### config.mk
export PLATFORM = sky130hd
export DESIGN_NAME = cps_sequencer
export DESIGN_NICKNAME = d
export VERILOG_FILES = /design/src/hdl/cps_max_exposure.v /design/src/hdl/cps_sequencer.v
export VERILOG_INCLUDE_DIRS = /design/src /design/src/hdl
export SDC_FILE = /design/constraint.sdc
export NUM_CORES = 2
export LEC_CHECK = 0
export BUFFER_PORTS_ARGS = -buffer_cell sky130_fd_sc_hd__clkbuf_2
export CAP_MARGIN = 25
export CORE_MARGIN = 8
export CORE_UTILIZATION = 45
export CTS_CLUSTER_SIZE = 40
export DETAILED_ROUTE_END_ITERATION = 8
export GPL_TIMING_DRIVEN = 0
export SETUP_SLACK_MARGIN = 0.1
export SLEW_MARGIN = 20
export SYNTH_ARGS = -nofsm -noshare
export SYNTH_HDL_FRONTEND = slang
export SYNTH_SLANG_ARGS = --single-unit
### constraint.sdc
create_clock -name clock_in -period 73.7 [get_ports clock_in]
set_clock_uncertainty 0.05 [all_clocks]
set_input_delay 3.685 -clock clock_in [delete_from_list [all_inputs] [get_ports clock_in]]
set_output_delay 3.685 -clock clock_in [all_outputs]
set_load 0.05 [all_outputs]
### src/hdl/cps_defs.vh
// constants for the cycling preset sequencer
`ifndef CPS_DEFS_VH
`define CPS_DEFS_VH

// register offsets
`define CPS_A_CTRL        8'h00
`define CPS_A_FEAT_SEL    8'h01
`define CPS_A_FEAT_EN     8'h02
`define CPS_A_EDIT_SEL    8'h03
`define CPS_A_COUNT       8'h04
`define CPS_A_GLOBAL_CNT  8'h05
`define CPS_A_EVENT       8'h06
`define CPS_A_STATUS      8'h07
`define CPS_A_GAIN_SEL    8'h08
`define CPS_A_COLOR_SEL   8'h09
`define CPS_A_PIN_SEL     8'h0a
`define CPS_A_STD_WRITE   8'h0b
`define CPS_A_MAX_EXP     8'h0c
`define CPS_A_P_REPEAT    8'h10
`define CPS_A_P_EXPTIME   8'h11
`define CPS_A_P_EXPDELAY  8'h12
`define CPS_A_P_GAIN      8'h13
`define CPS_A_P_COLOR     8'h14
`define CPS_A_P_LEFT      8'h15
`define CPS_A_P_TOP       8'h16
`define CPS_A_P_HMERGE    8'h17
`define CPS_A_P_VMERGE    8'h18
`define CPS_A_P_PIN       8'h19

// cyclable feature codes
`define CPS_F_EXPTIME     4'h0
`define CPS_F_EXPDELAY    4'h1
`define CPS_F_ROI         4'h2
`define CPS_F_PIN_A       4'h3
`define CPS_F_PIN_B       4'h4
`define CPS_F_PIN_C       4'h5
`define CPS_F_HMERGE      4'h6
`define CPS_F_VMERGE      4'h7
`define CPS_F_GAIN        4'h8
`define CPS_F_COLOR       4'h9
`define CPS_F_REPEAT      4'ha
`define CPS_NFEAT         11

// control and event bits
`define CPS_B_RUN         0
`define CPS_B_SYNC_INC    1
`define CPS_B_AUTO_WB     2
`define CPS_B_AUTO_BRIGHT 3
`define CPS_B_ADVANCE     0
`define CPS_B_RESTART     1

// gain target and colour codes
`define CPS_GT_WHOLE      2'h0
`define CPS_COL_RED       2'h0
`define CPS_COL_GREEN     2'h1
`define CPS_COL_BLUE      2'h2

// reset values
`define CPS_RST_COUNT     4'h1
`define CPS_RST_GLOBAL    16'h0001
`define CPS_RST_REPEAT    16'h0001
`define CPS_RST_MERGE     4'h1
`define CPS_RST_GAIN      16'h0000

`endif

### src/hdl/cps_max_exposure.v
// registered maximum of the exposure times of the first count_in presets, recomputed every cycle
`timescale 1ns/100ps

module cps_max_exposure #(
	parameter NPRESET = 4,
	parameter IW      = 2,
	parameter DW      = 24
) (
	input  wire                clock_in,
	input  wire                rst_in,
	input  wire [NPRESET*DW-1:0] exp_flat_in,
	input  wire [IW:0]         count_in,
	output reg  [DW-1:0]       max_exp_out
);

	reg [DW-1:0] max_nxt;
	integer      i;

	always @* begin
		max_nxt = {DW{1'b0}};
		for (i = 0; i < NPRESET; i = i + 1) begin
			if (i < count_in && exp_flat_in[i*DW +: DW] > max_nxt) begin
				max_nxt = exp_flat_in[i*DW +: DW];
			end
		end
	end

	always @(posedge clock_in or posedge rst_in) begin
		if (rst_in) begin
			max_exp_out <= {DW{1'b0}};
		end else begin
			max_exp_out <= max_nxt;
		end
	end

endmodule

### src/hdl/cps_sequencer.v
// cycling preset sequencer: preset storage, index stepping and parameter outputs
//
// Added by the designer: strobed register access and the placing of the registers.
`timescale 1ns/100ps
`include "cps_defs.vh"

module cps_sequencer #(
	parameter NPRESET = 4,
	parameter IW      = 2,
	parameter TW      = 24,
	parameter GW      = 16,
	parameter OW      = 16
) (
	input  wire          clock_in,
	input  wire          rst_in,
	input  wire [7:0]    addr_in,
	input  wire [31:0]   wdata_in,
	input  wire          wr_in,
	input  wire          rd_in,
	output reg  [31:0]   rdata_out,
	output reg  [IW-1:0] active_index_out,
	output reg  [TW-1:0] exposure_time_out,
	output reg  [TW-1:0] exposure_delay_out,
	output reg  [GW-1:0] analog_gain_out,
	output reg  [GW-1:0] digital_gain_out,
	output reg  [GW-1:0] red_gain_out,
	output reg  [GW-1:0] green_gain_out,
	output reg  [GW-1:0] blue_gain_out,
	output reg  [OW-1:0] roi_left_offset_out,
	output reg  [OW-1:0] roi_top_offset_out,
	output reg  [3:0]    horiz_cell_merge_out,
	output reg  [3:0]    vert_cell_merge_out,
	output reg  [2:0]    output_pin_ctrl_out,
	output reg  [2:0]    output_pin_cycled_out,
	output reg  [`CPS_NFEAT-1:0] std_read_only_out,
	output reg  [TW-1:0] max_exposure_out
);

	localparam ST_IDLE = 2'b01;
	localparam ST_RUN  = 2'b10;
	localparam [3:0] COUNT_RST = `CPS_RST_COUNT;

	// ------------------------------------------------------------
	// configuration registers
	// ------------------------------------------------------------
	reg [1:0]            state_r;
	reg [3:0]            ctrl_r;
	reg [3:0]            feat_sel_r;
	reg [`CPS_NFEAT-1:0] feat_en_r;
	reg [IW-1:0]         edit_sel_r;
	reg [IW:0]           count_r;
	reg [15:0]           global_cnt_r;
	reg [1:0]            gain_sel_r;
	reg [1:0]            color_sel_r;
	reg [1:0]            pin_sel_r;
	reg [15:0]           event_cnt_r;
	reg                  restart_pend_r;
	reg                  std_reject_r;

	// ------------------------------------------------------------
	// preset storage
	// ------------------------------------------------------------
	reg [15:0]   p_repeat_r   [0:NPRESET-1];
	reg [TW-1:0] p_exptime_r  [0:NPRESET-1];
	reg [TW-1:0] p_expdelay_r [0:NPRESET-1];
	reg [GW-1:0] p_gain_r     [0:NPRESET-1];
	reg [GW-1:0] p_red_r      [0:NPRESET-1];
	reg [GW-1:0] p_green_r    [0:NPRESET-1];
	reg [GW-1:0] p_blue_r     [0:NPRESET-1];
	reg [OW-1:0] p_left_r     [0:NPRESET-1];
	reg [OW-1:0] p_top_r      [0:NPRESET-1];
	reg [3:0]    p_hmerge_r   [0:NPRESET-1];
	reg [3:0]    p_vmerge_r   [0:NPRESET-1];
	reg [2:0]    p_pin_r      [0:NPRESET-1];

	wire [NPRESET*TW-1:0] exp_flat;
	wire [TW-1:0]         max_exp;

	function is_write;
		input [7:0] a;
		input [7:0] target;
		begin
			is_write = wr_in && (a == target);
		end
	endfunction

	function [GW-1:0] pick_color;
		input [1:0]    sel;
		input [GW-1:0] r;
		input [GW-1:0] g;
		input [GW-1:0] b;
		begin
			case (sel)
				`CPS_COL_RED:   pick_color = r;
				`CPS_COL_GREEN: pick_color = g;
				default:        pick_color = b;
			endcase
		end
	endfunction

	wire ev_advance = is_write(addr_in, `CPS_A_EVENT) && wdata_in[`CPS_B_ADVANCE];
	wire ev_restart = is_write(addr_in, `CPS_A_EVENT) && wdata_in[`CPS_B_RESTART];
	wire running    = state_r == ST_RUN;
	wire color_ok   = !ctrl_r[`CPS_B_AUTO_WB] && !ctrl_r[`CPS_B_AUTO_BRIGHT];
	wire [15:0] cur_repeat = feat_en_r[`CPS_F_REPEAT] ? p_repeat_r[active_index_out]
		: global_cnt_r;
	wire [IW-1:0] last_index = count_r[IW-1:0] - {{(IW-1){1'b0}}, 1'b1};
	wire sync_inc    = ctrl_r[`CPS_B_SYNC_INC];
	wire do_restart  = sync_inc ? (ev_advance && (ev_restart || restart_pend_r))
		: ev_restart;

	// ------------------------------------------------------------
	// control, selectors and index stepping
	// ------------------------------------------------------------
	always @(posedge clock_in or posedge rst_in) begin
		if (rst_in) begin
			state_r          <= ST_IDLE;
			ctrl_r           <= 4'h0;
			feat_sel_r       <= 4'h0;
			feat_en_r        <= {`CPS_NFEAT{1'b0}};
			edit_sel_r       <= {IW{1'b0}};
			count_r          <= COUNT_RST[IW:0];
			global_cnt_r     <= `CPS_RST_GLOBAL;
			gain_sel_r       <= `CPS_GT_WHOLE;
			color_sel_r      <= `CPS_COL_RED;
			pin_sel_r        <= 2'h0;
			event_cnt_r      <= 16'h0000;
			restart_pend_r   <= 1'b0;
			std_reject_r     <= 1'b0;
			active_index_out <= {IW{1'b0}};
		end else begin
			if (is_write(addr_in, `CPS_A_CTRL))      ctrl_r <= wdata_in[3:0];
			if (is_write(addr_in, `CPS_A_FEAT_SEL))  feat_sel_r <= wdata_in[3:0];
			if (is_write(addr_in, `CPS_A_FEAT_EN) && feat_sel_r < `CPS_NFEAT)
				feat_en_r[feat_sel_r] <= wdata_in[0];
			if (is_write(addr_in, `CPS_A_EDIT_SEL))  edit_sel_r <= wdata_in[IW-1:0];
			if (is_write(addr_in, `CPS_A_COUNT) && wdata_in[IW:0] != 0
				&& wdata_in[IW:0] <= NPRESET)
				count_r <= wdata_in[IW:0];
			if (is_write(addr_in, `CPS_A_GLOBAL_CNT)) global_cnt_r <= wdata_in[15:0];
			if (is_write(addr_in, `CPS_A_GAIN_SEL))  gain_sel_r <= wdata_in[1:0];
			if (is_write(addr_in, `CPS_A_COLOR_SEL) && wdata_in[1:0] != 2'h3)
				color_sel_r <= wdata_in[1:0];
			if (is_write(addr_in, `CPS_A_PIN_SEL) && wdata_in[1:0] != 2'h3)
				pin_sel_r <= wdata_in[1:0];
			// standard-control write attempt on a cycled feature is refused
			if (is_write(addr_in, `CPS_A_STD_WRITE) && wdata_in[3:0] < `CPS_NFEAT)
				std_reject_r <= feat_en_r[wdata_in[3:0]];
			case (state_r)
				ST_IDLE: begin
					if (ctrl_r[`CPS_B_RUN]) state_r <= ST_RUN;
				end
				ST_RUN: begin
					if (!ctrl_r[`CPS_B_RUN]) state_r <= ST_IDLE;
				end
				default: state_r <= ST_IDLE;
			endcase
			// a restart written with an advance in the same cycle wins and clears the pending flag
			if (sync_inc && ev_restart && !ev_advance)
				restart_pend_r <= 1'b1;
			else if (do_restart)
				restart_pend_r <= 1'b0;
			if (do_restart) begin
				active_index_out <= {IW{1'b0}};
				event_cnt_r      <= 16'h0000;
			end else if (running && ev_advance) begin
				if (event_cnt_r + 16'h0001 >= cur_repeat) begin
					event_cnt_r <= 16'h0000;
					if (active_index_out >= last_index)
						active_index_out <= {IW{1'b0}};
					else
						active_index_out <= active_index_out + {{(IW-1){1'b0}}, 1'b1};
				end else begin
					event_cnt_r <= event_cnt_r + 16'h0001;
				end
			end
		end
	end

	// ------------------------------------------------------------
	// per-preset storage writes through the edit selector
	// ------------------------------------------------------------
	genvar g;
	generate
		for (g = 0; g < NPRESET; g = g + 1) begin : preset
			wire sel = edit_sel_r == g;
			assign exp_flat[g*TW +: TW] = p_exptime_r[g];
			always @(posedge clock_in or posedge rst_in) begin
				if (rst_in) begin
					p_repeat_r[g]   <= `CPS_RST_REPEAT;
					p_exptime_r[g]  <= {TW{1'b0}};
					p_expdelay_r[g] <= {TW{1'b0}};
					p_gain_r[g]     <= {GW{1'b0}};
					p_red_r[g]      <= {GW{1'b0}};
					p_green_r[g]    <= {GW{1'b0}};
					p_blue_r[g]     <= {GW{1'b0}};
					p_left_r[g]     <= {OW{1'b0}};
					p_top_r[g]      <= {OW{1'b0}};
					p_hmerge_r[g]   <= `CPS_RST_MERGE;
					p_vmerge_r[g]   <= `CPS_RST_MERGE;
					p_pin_r[g]      <= 3'h0;
				end else if (sel) begin
					if (is_write(addr_in, `CPS_A_P_REPEAT))   p_repeat_r[g] <= wdata_in[15:0];
					if (is_write(addr_in, `CPS_A_P_EXPTIME))  p_exptime_r[g] <= wdata_in[TW-1:0];
					if (is_write(addr_in, `CPS_A_P_EXPDELAY)) p_expdelay_r[g] <= wdata_in[TW-1:0];
					if (is_write(addr_in, `CPS_A_P_GAIN))     p_gain_r[g] <= wdata_in[GW-1:0];
					if (is_write(addr_in, `CPS_A_P_COLOR) && color_ok) begin
						if (color_sel_r == `CPS_COL_RED)   p_red_r[g] <= wdata_in[GW-1:0];
						if (color_sel_r == `CPS_COL_GREEN) p_green_r[g] <= wdata_in[GW-1:0];
						if (color_sel_r == `CPS_COL_BLUE)  p_blue_r[g] <= wdata_in[GW-1:0];
					end
					if (is_write(addr_in, `CPS_A_P_LEFT))     p_left_r[g] <= wdata_in[OW-1:0];
					if (is_write(addr_in, `CPS_A_P_TOP))      p_top_r[g] <= wdata_in[OW-1:0];
					if (is_write(addr_in, `CPS_A_P_HMERGE) && wdata_in[3:0] != 4'h0)
						p_hmerge_r[g] <= wdata_in[3:0];
					if (is_write(addr_in, `CPS_A_P_VMERGE) && wdata_in[3:0] != 4'h0)
						p_vmerge_r[g] <= wdata_in[3:0];
					if (is_write(addr_in, `CPS_A_P_PIN))
						p_pin_r[g][pin_sel_r] <= wdata_in[0];
				end
			end
		end
	endgenerate

	cps_max_exposure #(
		.NPRESET (NPRESET),
		.IW      (IW),
		.DW      (TW)
	) u_max (
		.clock_in    (clock_in),
		.rst_in      (rst_in),
		.exp_flat_in (exp_flat),
		.count_in    (count_r),
		.max_exp_out (max_exp)
	);

	// ------------------------------------------------------------
	// parameters of the active preset
	// ------------------------------------------------------------
	wire [IW-1:0] ai = active_index_out;
	wire [GW-1:0] half = {1'b1, {(GW-1){1'b0}}};
	wire [GW-1:0] act_gain = p_gain_r[ai];

	always @(posedge clock_in or posedge rst_in) begin
		if (rst_in) begin
			exposure_time_out     <= {TW{1'b0}};
			exposure_delay_out    <= {TW{1'b0}};
			analog_gain_out       <= {GW{1'b0}};
			digital_gain_out      <= {GW{1'b0}};
			red_gain_out          <= {GW{1'b0}};
			green_gain_out        <= {GW{1'b0}};
			blue_gain_out         <= {GW{1'b0}};
			roi_left_offset_out   <= {OW{1'b0}};
			roi_top_offset_out    <= {OW{1'b0}};
			horiz_cell_merge_out  <= `CPS_RST_MERGE;
			vert_cell_merge_out   <= `CPS_RST_MERGE;
			output_pin_ctrl_out   <= 3'h0;
			output_pin_cycled_out <= 3'h0;
			std_read_only_out     <= {`CPS_NFEAT{1'b0}};
			max_exposure_out      <= {TW{1'b0}};
		end else begin
			std_read_only_out  <= feat_en_r;
			max_exposure_out   <= feat_en_r[`CPS_F_EXPTIME] ? max_exp : {TW{1'b0}};
			exposure_time_out  <= p_exptime_r[ai];
			exposure_delay_out <= p_expdelay_r[ai];
			if (gain_sel_r == `CPS_GT_WHOLE) begin
				analog_gain_out  <= act_gain < half ? act_gain : half;
				digital_gain_out <= act_gain < half ? {GW{1'b0}} : act_gain - half;
			end else begin
				analog_gain_out  <= act_gain;
				digital_gain_out <= {GW{1'b0}};
			end
			red_gain_out   <= color_ok ? p_red_r[ai] : {GW{1'b0}};
			green_gain_out <= color_ok ? p_green_r[ai] : {GW{1'b0}};
			blue_gain_out  <= color_ok ? p_blue_r[ai] : {GW{1'b0}};
			roi_left_offset_out  <= p_left_r[ai];
			roi_top_offset_out   <= p_top_r[ai];
			horiz_cell_merge_out <= p_hmerge_r[ai];
			vert_cell_merge_out  <= p_vmerge_r[ai];
			output_pin_ctrl_out  <= p_pin_r[ai];
			output_pin_cycled_out <= feat_en_r[`CPS_F_PIN_C:`CPS_F_PIN_A];
		end
	end

	// ------------------------------------------------------------
	// read port, data one cycle after the strobe
	// ------------------------------------------------------------
	always @(posedge clock_in or posedge rst_in) begin
		if (rst_in) begin
			rdata_out <= 32'h00000000;
		end else if (rd_in) begin
			case (addr_in)
				`CPS_A_CTRL:       rdata_out <= {28'h0000000, ctrl_r};
				`CPS_A_FEAT_SEL:   rdata_out <= {28'h0000000, feat_sel_r};
				`CPS_A_FEAT_EN:    rdata_out <= {31'h00000000,
					feat_sel_r < `CPS_NFEAT ? feat_en_r[feat_sel_r] : 1'b0};
				`CPS_A_EDIT_SEL:   rdata_out <= {{(32-IW){1'b0}}, edit_sel_r};
				`CPS_A_COUNT:      rdata_out <= {{(31-IW){1'b0}}, count_r};
				`CPS_A_GLOBAL_CNT: rdata_out <= {16'h0000, global_cnt_r};
				`CPS_A_STATUS:     rdata_out <= {event_cnt_r, 8'h00, running, std_reject_r,
					restart_pend_r, color_ok, 4'h0} | {{(32-IW){1'b0}}, active_index_out};
				`CPS_A_GAIN_SEL:   rdata_out <= {30'h00000000, gain_sel_r};
				`CPS_A_COLOR_SEL:  rdata_out <= {30'h00000000, color_sel_r};
				`CPS_A_PIN_SEL:    rdata_out <= {30'h00000000, pin_sel_r};
				`CPS_A_MAX_EXP:    rdata_out <= {{(32-TW){1'b0}}, max_exp};
				`CPS_A_P_REPEAT:   rdata_out <= {16'h0000, p_repeat_r[edit_sel_r]};
				`CPS_A_P_EXPTIME:  rdata_out <= {{(32-TW){1'b0}}, p_exptime_r[edit_sel_r]};
				`CPS_A_P_EXPDELAY: rdata_out <= {{(32-TW){1'b0}}, p_expdelay_r[edit_sel_r]};
				`CPS_A_P_GAIN:     rdata_out <= {{(32-GW){1'b0}}, p_gain_r[edit_sel_r]};
				`CPS_A_P_COLOR:    rdata_out <= {{(32-GW){1'b0}}, pick_color(color_sel_r,
					p_red_r[edit_sel_r], p_green_r[edit_sel_r], p_blue_r[edit_sel_r])};
				`CPS_A_P_LEFT:     rdata_out <= {{(32-OW){1'b0}}, p_left_r[edit_sel_r]};
				`CPS_A_P_TOP:      rdata_out <= {{(32-OW){1'b0}}, p_top_r[edit_sel_r]};
				`CPS_A_P_HMERGE:   rdata_out <= {28'h0000000, p_hmerge_r[edit_sel_r]};
				`CPS_A_P_VMERGE:   rdata_out <= {28'h0000000, p_vmerge_r[edit_sel_r]};
				`CPS_A_P_PIN:      rdata_out <= {31'h00000000, p_pin_r[edit_sel_r][pin_sel_r]};
				default:           rdata_out <= 32'h00000000;
			endcase
		end
	end

endmodule

==> out/qor.log <==
INFO  timing         fin_hold_ws=0.320ns
INFO  placement      number_of_input_and_output_port_buffers_inserted=262
INFO  routing        routed_via_density=6.25
INFO  timing         period_share=14.3%
INFO  timing         setup_repair_after_global_routing_missed_its_margin=false
INFO  synth          synth_cell_types=72
INFO  routing        drc=0
INFO  layout         final_layout_size_suffix_gt1_share=40.9%
INFO  global_route   initial_antenna_violation_count=5
INFO  setup_path     critPathMaxStageDelay=0.66ns
INFO  routing        avgRoutedWirePerCell=32.2um
INFO  cts            cts_num_sinks=1013
INFO  floorplan      num_rows=122
INFO  setup_path     r2r_start=exp_flat[9]$_DFFE_PP0P_
INFO  synth          synth_area=0.0497sqmm
INFO  synth          asyncSetResetFlopFracSynth=100%
INFO  setup_path     worst-endpoint-arrival=10.94ns
INFO  routing        routed_wirelength=178000um
INFO  cts            cts_resized=0
INFO  worst_hold_path worstHoldEndpoint=std_read_only_out[10]$_DFF_PP0_
INFO  cts            htreeDepth=3
INFO  floorplan      die_w=348um
INFO  timing         total_count_of_hold_check_failures_in_the_final_report=0
INFO  cts            cts_hold_repair.buffers=0
INFO  global_route   grt_util_all_layers=29.0%
INFO  setup_path     ff2ff_path_depth=34
INFO  floorplan      die_span_y=348um
INFO  worst_hold_path worst_hold_path_type=flip-flop to flip-flop
INFO  synth          synth_area_per_cell=14.1squm
INFO  power_and_ir_drop cellPowerDensity=24.1mW/mm^2
INFO  routing        drtAntennaViolNets=0
INFO  global_route   grt_overflow=0
INFO  placement      placement.cell_area=0.0533sqmm
INFO  synth          netlist_instances=3534
INFO  routing        detailedRoute.firstPassIterationCount=7
INFO  floorplan      coreArea=0.110sqmm
INFO  global_route   grt_pass1_vias=34.8k
INFO  status         run_status=complete, no violations
INFO  timing         finalMaxSlewViolations=0
INFO  layout         fin_nets=4070
INFO  synth          synth-seq-cells=1013
INFO  timing         totalNegativeSetupSlack=0ns
INFO  layout         fill_cells=9499
INFO  cts            postCtsSetupBuffers=0
INFO  timing         fin_crit=10.50ns
INFO  placement      final_hpwl_from_detailed_placement=131000um
INFO  setup_path     cp_data_required_time=74.13ns
INFO  cts            clk_latency=0.71ns
INFO  layout         final_area=0.0574sqmm
INFO  synth          synth-warning-count=0
INFO  setup_path     cp_common_cell=sky130_fd_sc_hd__clkbuf_1
INFO  global_route   first_pass_grt_wire_length=256000um
INFO  floorplan      design.portCount=287
INFO  timing         max_clock_freq=0.0952GHz
INFO  global_route   grt_max_degree=106
INFO  timing         report.final.setup_viol=0
INFO  floorplan      initial_utilization=45.2%
INFO  worst_hold_path whs_path_depth=0
INFO  worst_hold_path worstHoldStart=feat_en_r[10]$_DFFE_PP0P_
INFO  setup_path     reg2reg_slack=63.20ns
INFO  setup_path     critical_path_class=flip-flop to flip-flop
INFO  power_and_ir_drop power.leakage=0.0269uW
INFO  cts            cts_inserted_buffers=110
INFO  setup_path     setup.worst_path.end_class=flip-flop
INFO  layout         seq_area=0.0254sqmm
INFO  layout         flow.area_growth_from_synthesis=15.5%
INFO  power_and_ir_drop totalPowerFinal=1380uW
INFO  cts            cts.path.max_buffers=3
INFO  layout         area_of_the_multi_input_gates=0.0230sqmm
INFO  run            cap_violations=0
INFO  cts            clock_slew_at_reported_path_ffs=0.06ns
INFO  setup_path     critical_path.slowest_cell=sky130_fd_sc_hd__clkbuf_1
INFO  routing        num_vias=34.5k
INFO  timing         worst_slew_slack_as_a_fraction_of_its_limit=21.1%
INFO  synth          ys_seq_area_share=51.1%
INFO  synth          synth-edff-count=0
INFO  routing        drtIter0Drc=3872
INFO  synth          synth_top_flop_cell=sky130_fd_sc_hd__dfrtp_1
INFO  setup_path     start_kind=flip-flop
INFO  placement      gp_routability_congestion=0.963
INFO  setup_path     cp_max_fanout=10
INFO  power_and_ir_drop ir_drop=0.0000195V
INFO  floorplan      die_footprint=0.121sqmm
INFO  synth          mappedNetlistNets=3668
INFO  timing         tightestPinTransition=1.18ns
INFO  cts            tritoncts=done
INFO  setup_path     worst_r2r_endpoint=u_max.max_exp_out[9]$_DFF_PP0_
INFO  cts            ctsRootBufferMaster=sky130_fd_sc_hd__clkbuf_16
-- metrics by stage --
step                util [%]  std cells  worst slack (ns)
floorplan                  -       3534             41.49
global placement        48.0       5284             29.49
detailed placement      48.5       5305             63.56
CTS                     52.1       5507             63.45
global route            52.1       5514             62.71
finish                  52.1       5517             63.20
-- critical path, delay by kind of cell (launching register included) --
family,cells,cell delay [ns]
buffers and inverters,5,2.31
DFF,1,0.46
and+or+nand+nor,11,2.79
AOI/OAI and AO/OA,15,3.77
adders and majority gates,3,0.88
-- synthesized netlist by cell type, drive strengths merged, types with 10 or more instances --
master / instances / area (sq um)
a211oi: 10 / 87.6
a21o: 22 / 165
a21oi: 80 / 412
a221oi: 13 / 114
a22o: 18 / 158
a22oi: 72 / 541
a311oi: 24 / 210
a31oi: 17 / 106
and2: 90 / 563
and3: 24 / 150
buf: 92 / 449
clkbuf: 199 / 749
dfrtp: 996 / 24900
dfstp: 17 / 447
ha: 90 / 1130
inv: 24 / 90.1
mux2: 701 / 7890
mux2i: 35 / 350
mux4: 346 / 7790
nand2: 171 / 644
nand2b: 12 / 75.1
nand3: 31 / 155
nand4: 37 / 244
nor2: 156 / 616
nor2b: 17 / 106
nor3: 16 / 80.1
nor4: 31 / 209
o21ai: 128 / 641
-- worst max path at each step --
stage | start | end | slack [ns] | cells after the start
floorplan | rst_in | active_index_out[0]$_DFFE_PP0P_ | 41.49 | 1
global placement | rst_in | p_blue_r[12]$_DFFE_PP0P_ | 29.49 | 2
detailed placement | exp_flat[9]$_DFFE_PP0P_ | u_max.max_exp_out[9]$_DFF_PP0_ | 63.56 | 34
CTS | exp_flat[6]$_DFFE_PP0P_ | u_max.max_exp_out[9]$_DFF_PP0_ | 63.45 | 34
global route | exp_flat[9]$_DFFE_PP0P_ | u_max.max_exp_out[9]$_DFF_PP0_ | 62.71 | 34
finish | exp_flat[9]$_DFFE_PP0P_ | u_max.max_exp_out[9]$_DFF_PP0_ | 63.20 | 34
-- flip-flops by register name (all words and copies together), names as in the netlist, 24 cells and up --
signal              count
p_blue_r               64
exposure_delay_out     24
p_expdelay_r           96
u_max.max_exp_out      24
p_red_r                64
rdata_out              32
exp_flat               96
max_exposure_out       24
p_green_r              64
exposure_time_out      24
p_repeat_r             64
p_gain_r               64
p_top_r                64
p_left_r               64
-- area by class of cell --
cell class,count,area share [%]
multi-input combinational,2205,40.1
inverter,25,0.177
tap,1488,3.24
timing repair buffer,290,3.14
sequential,1013,44.2
buffer,291,2.14
antenna,3,0.0131
clock buffer,150,5.59
clock inverter,52,1.36
-- report_power, final --
| group | total, uW | switching (uW) | internal [uW] |
|---|---|---|---|
| Combinational | 197 | 135 | 61.4 |
| Sequential | 581 | 12.7 | 568 |
| Clock | 606 | 239 | 367 |
| Total | 1380 | 387 | 997 |
-- layer usage --
| layer | up-vias | part of all wire, % | GRT usage (%) |
|---|---|---|---|
| met2 | 1660 | 45 | 43.8 |
| met5 | - | 0.0073 | 0 |
| met3 | 342 | 9.5 | 7.81 |
| met4 | 2 | 4.7 | 12.1 |
| li1 | 14200 | - | - |
| met1 | 18300 | 41 | 39.9 |
-- kinds of logic after synthesis --
group                      Yosys count  share of synthesized area, %
AOI/OAI and AO/OA                  412                          5.47
xor gates and xnor gates            18                         0.317
adders and majority gates           90                          2.27
buffers and inverters              316                          2.60
DFF                               1013                          51.1
muxes                             1082                          32.3
other                                1                       0.00755
and+or+nand+nor                    602                          6.01
-- layout by cell type (no fill, tap or decap), types with 18 or more instances in the layout --
master / instances
sky130_fd_sc_hd__dfrtp_1: 996
sky130_fd_sc_hd__mux2_2: 701
sky130_fd_sc_hd__mux4_2: 346
sky130_fd_sc_hd__clkbuf_2: 275
sky130_fd_sc_hd__clkbuf_1: 199
sky130_fd_sc_hd__nand2_1: 170
sky130_fd_sc_hd__nor2_1: 144
sky130_fd_sc_hd__o21ai_0: 126
sky130_fd_sc_hd__clkbuf_16: 112
sky130_fd_sc_hd__and2_1: 90
sky130_fd_sc_hd__ha_1: 90
sky130_fd_sc_hd__a21oi_1: 79
sky130_fd_sc_hd__a22oi_1: 72
sky130_fd_sc_hd__buf_2: 44
sky130_fd_sc_hd__mux2i_1: 35
sky130_fd_sc_hd__nand4_1: 35
sky130_fd_sc_hd__buf_1: 34
sky130_fd_sc_hd__nand3_1: 31
sky130_fd_sc_hd__nor4_1: 30
sky130_fd_sc_hd__clkbuf_8: 26
sky130_fd_sc_hd__and3_1: 24
sky130_fd_sc_hd__a311oi_1: 24
sky130_fd_sc_hd__inv_1: 23
sky130_fd_sc_hd__clkinv_2: 23
sky130_fd_sc_hd__a21o_1: 22
sky130_fd_sc_hd__a22o_1: 18
sky130_fd_sc_hd__bufinv_16: 18
Note: power is estimated with default switching activity, not from simulation.
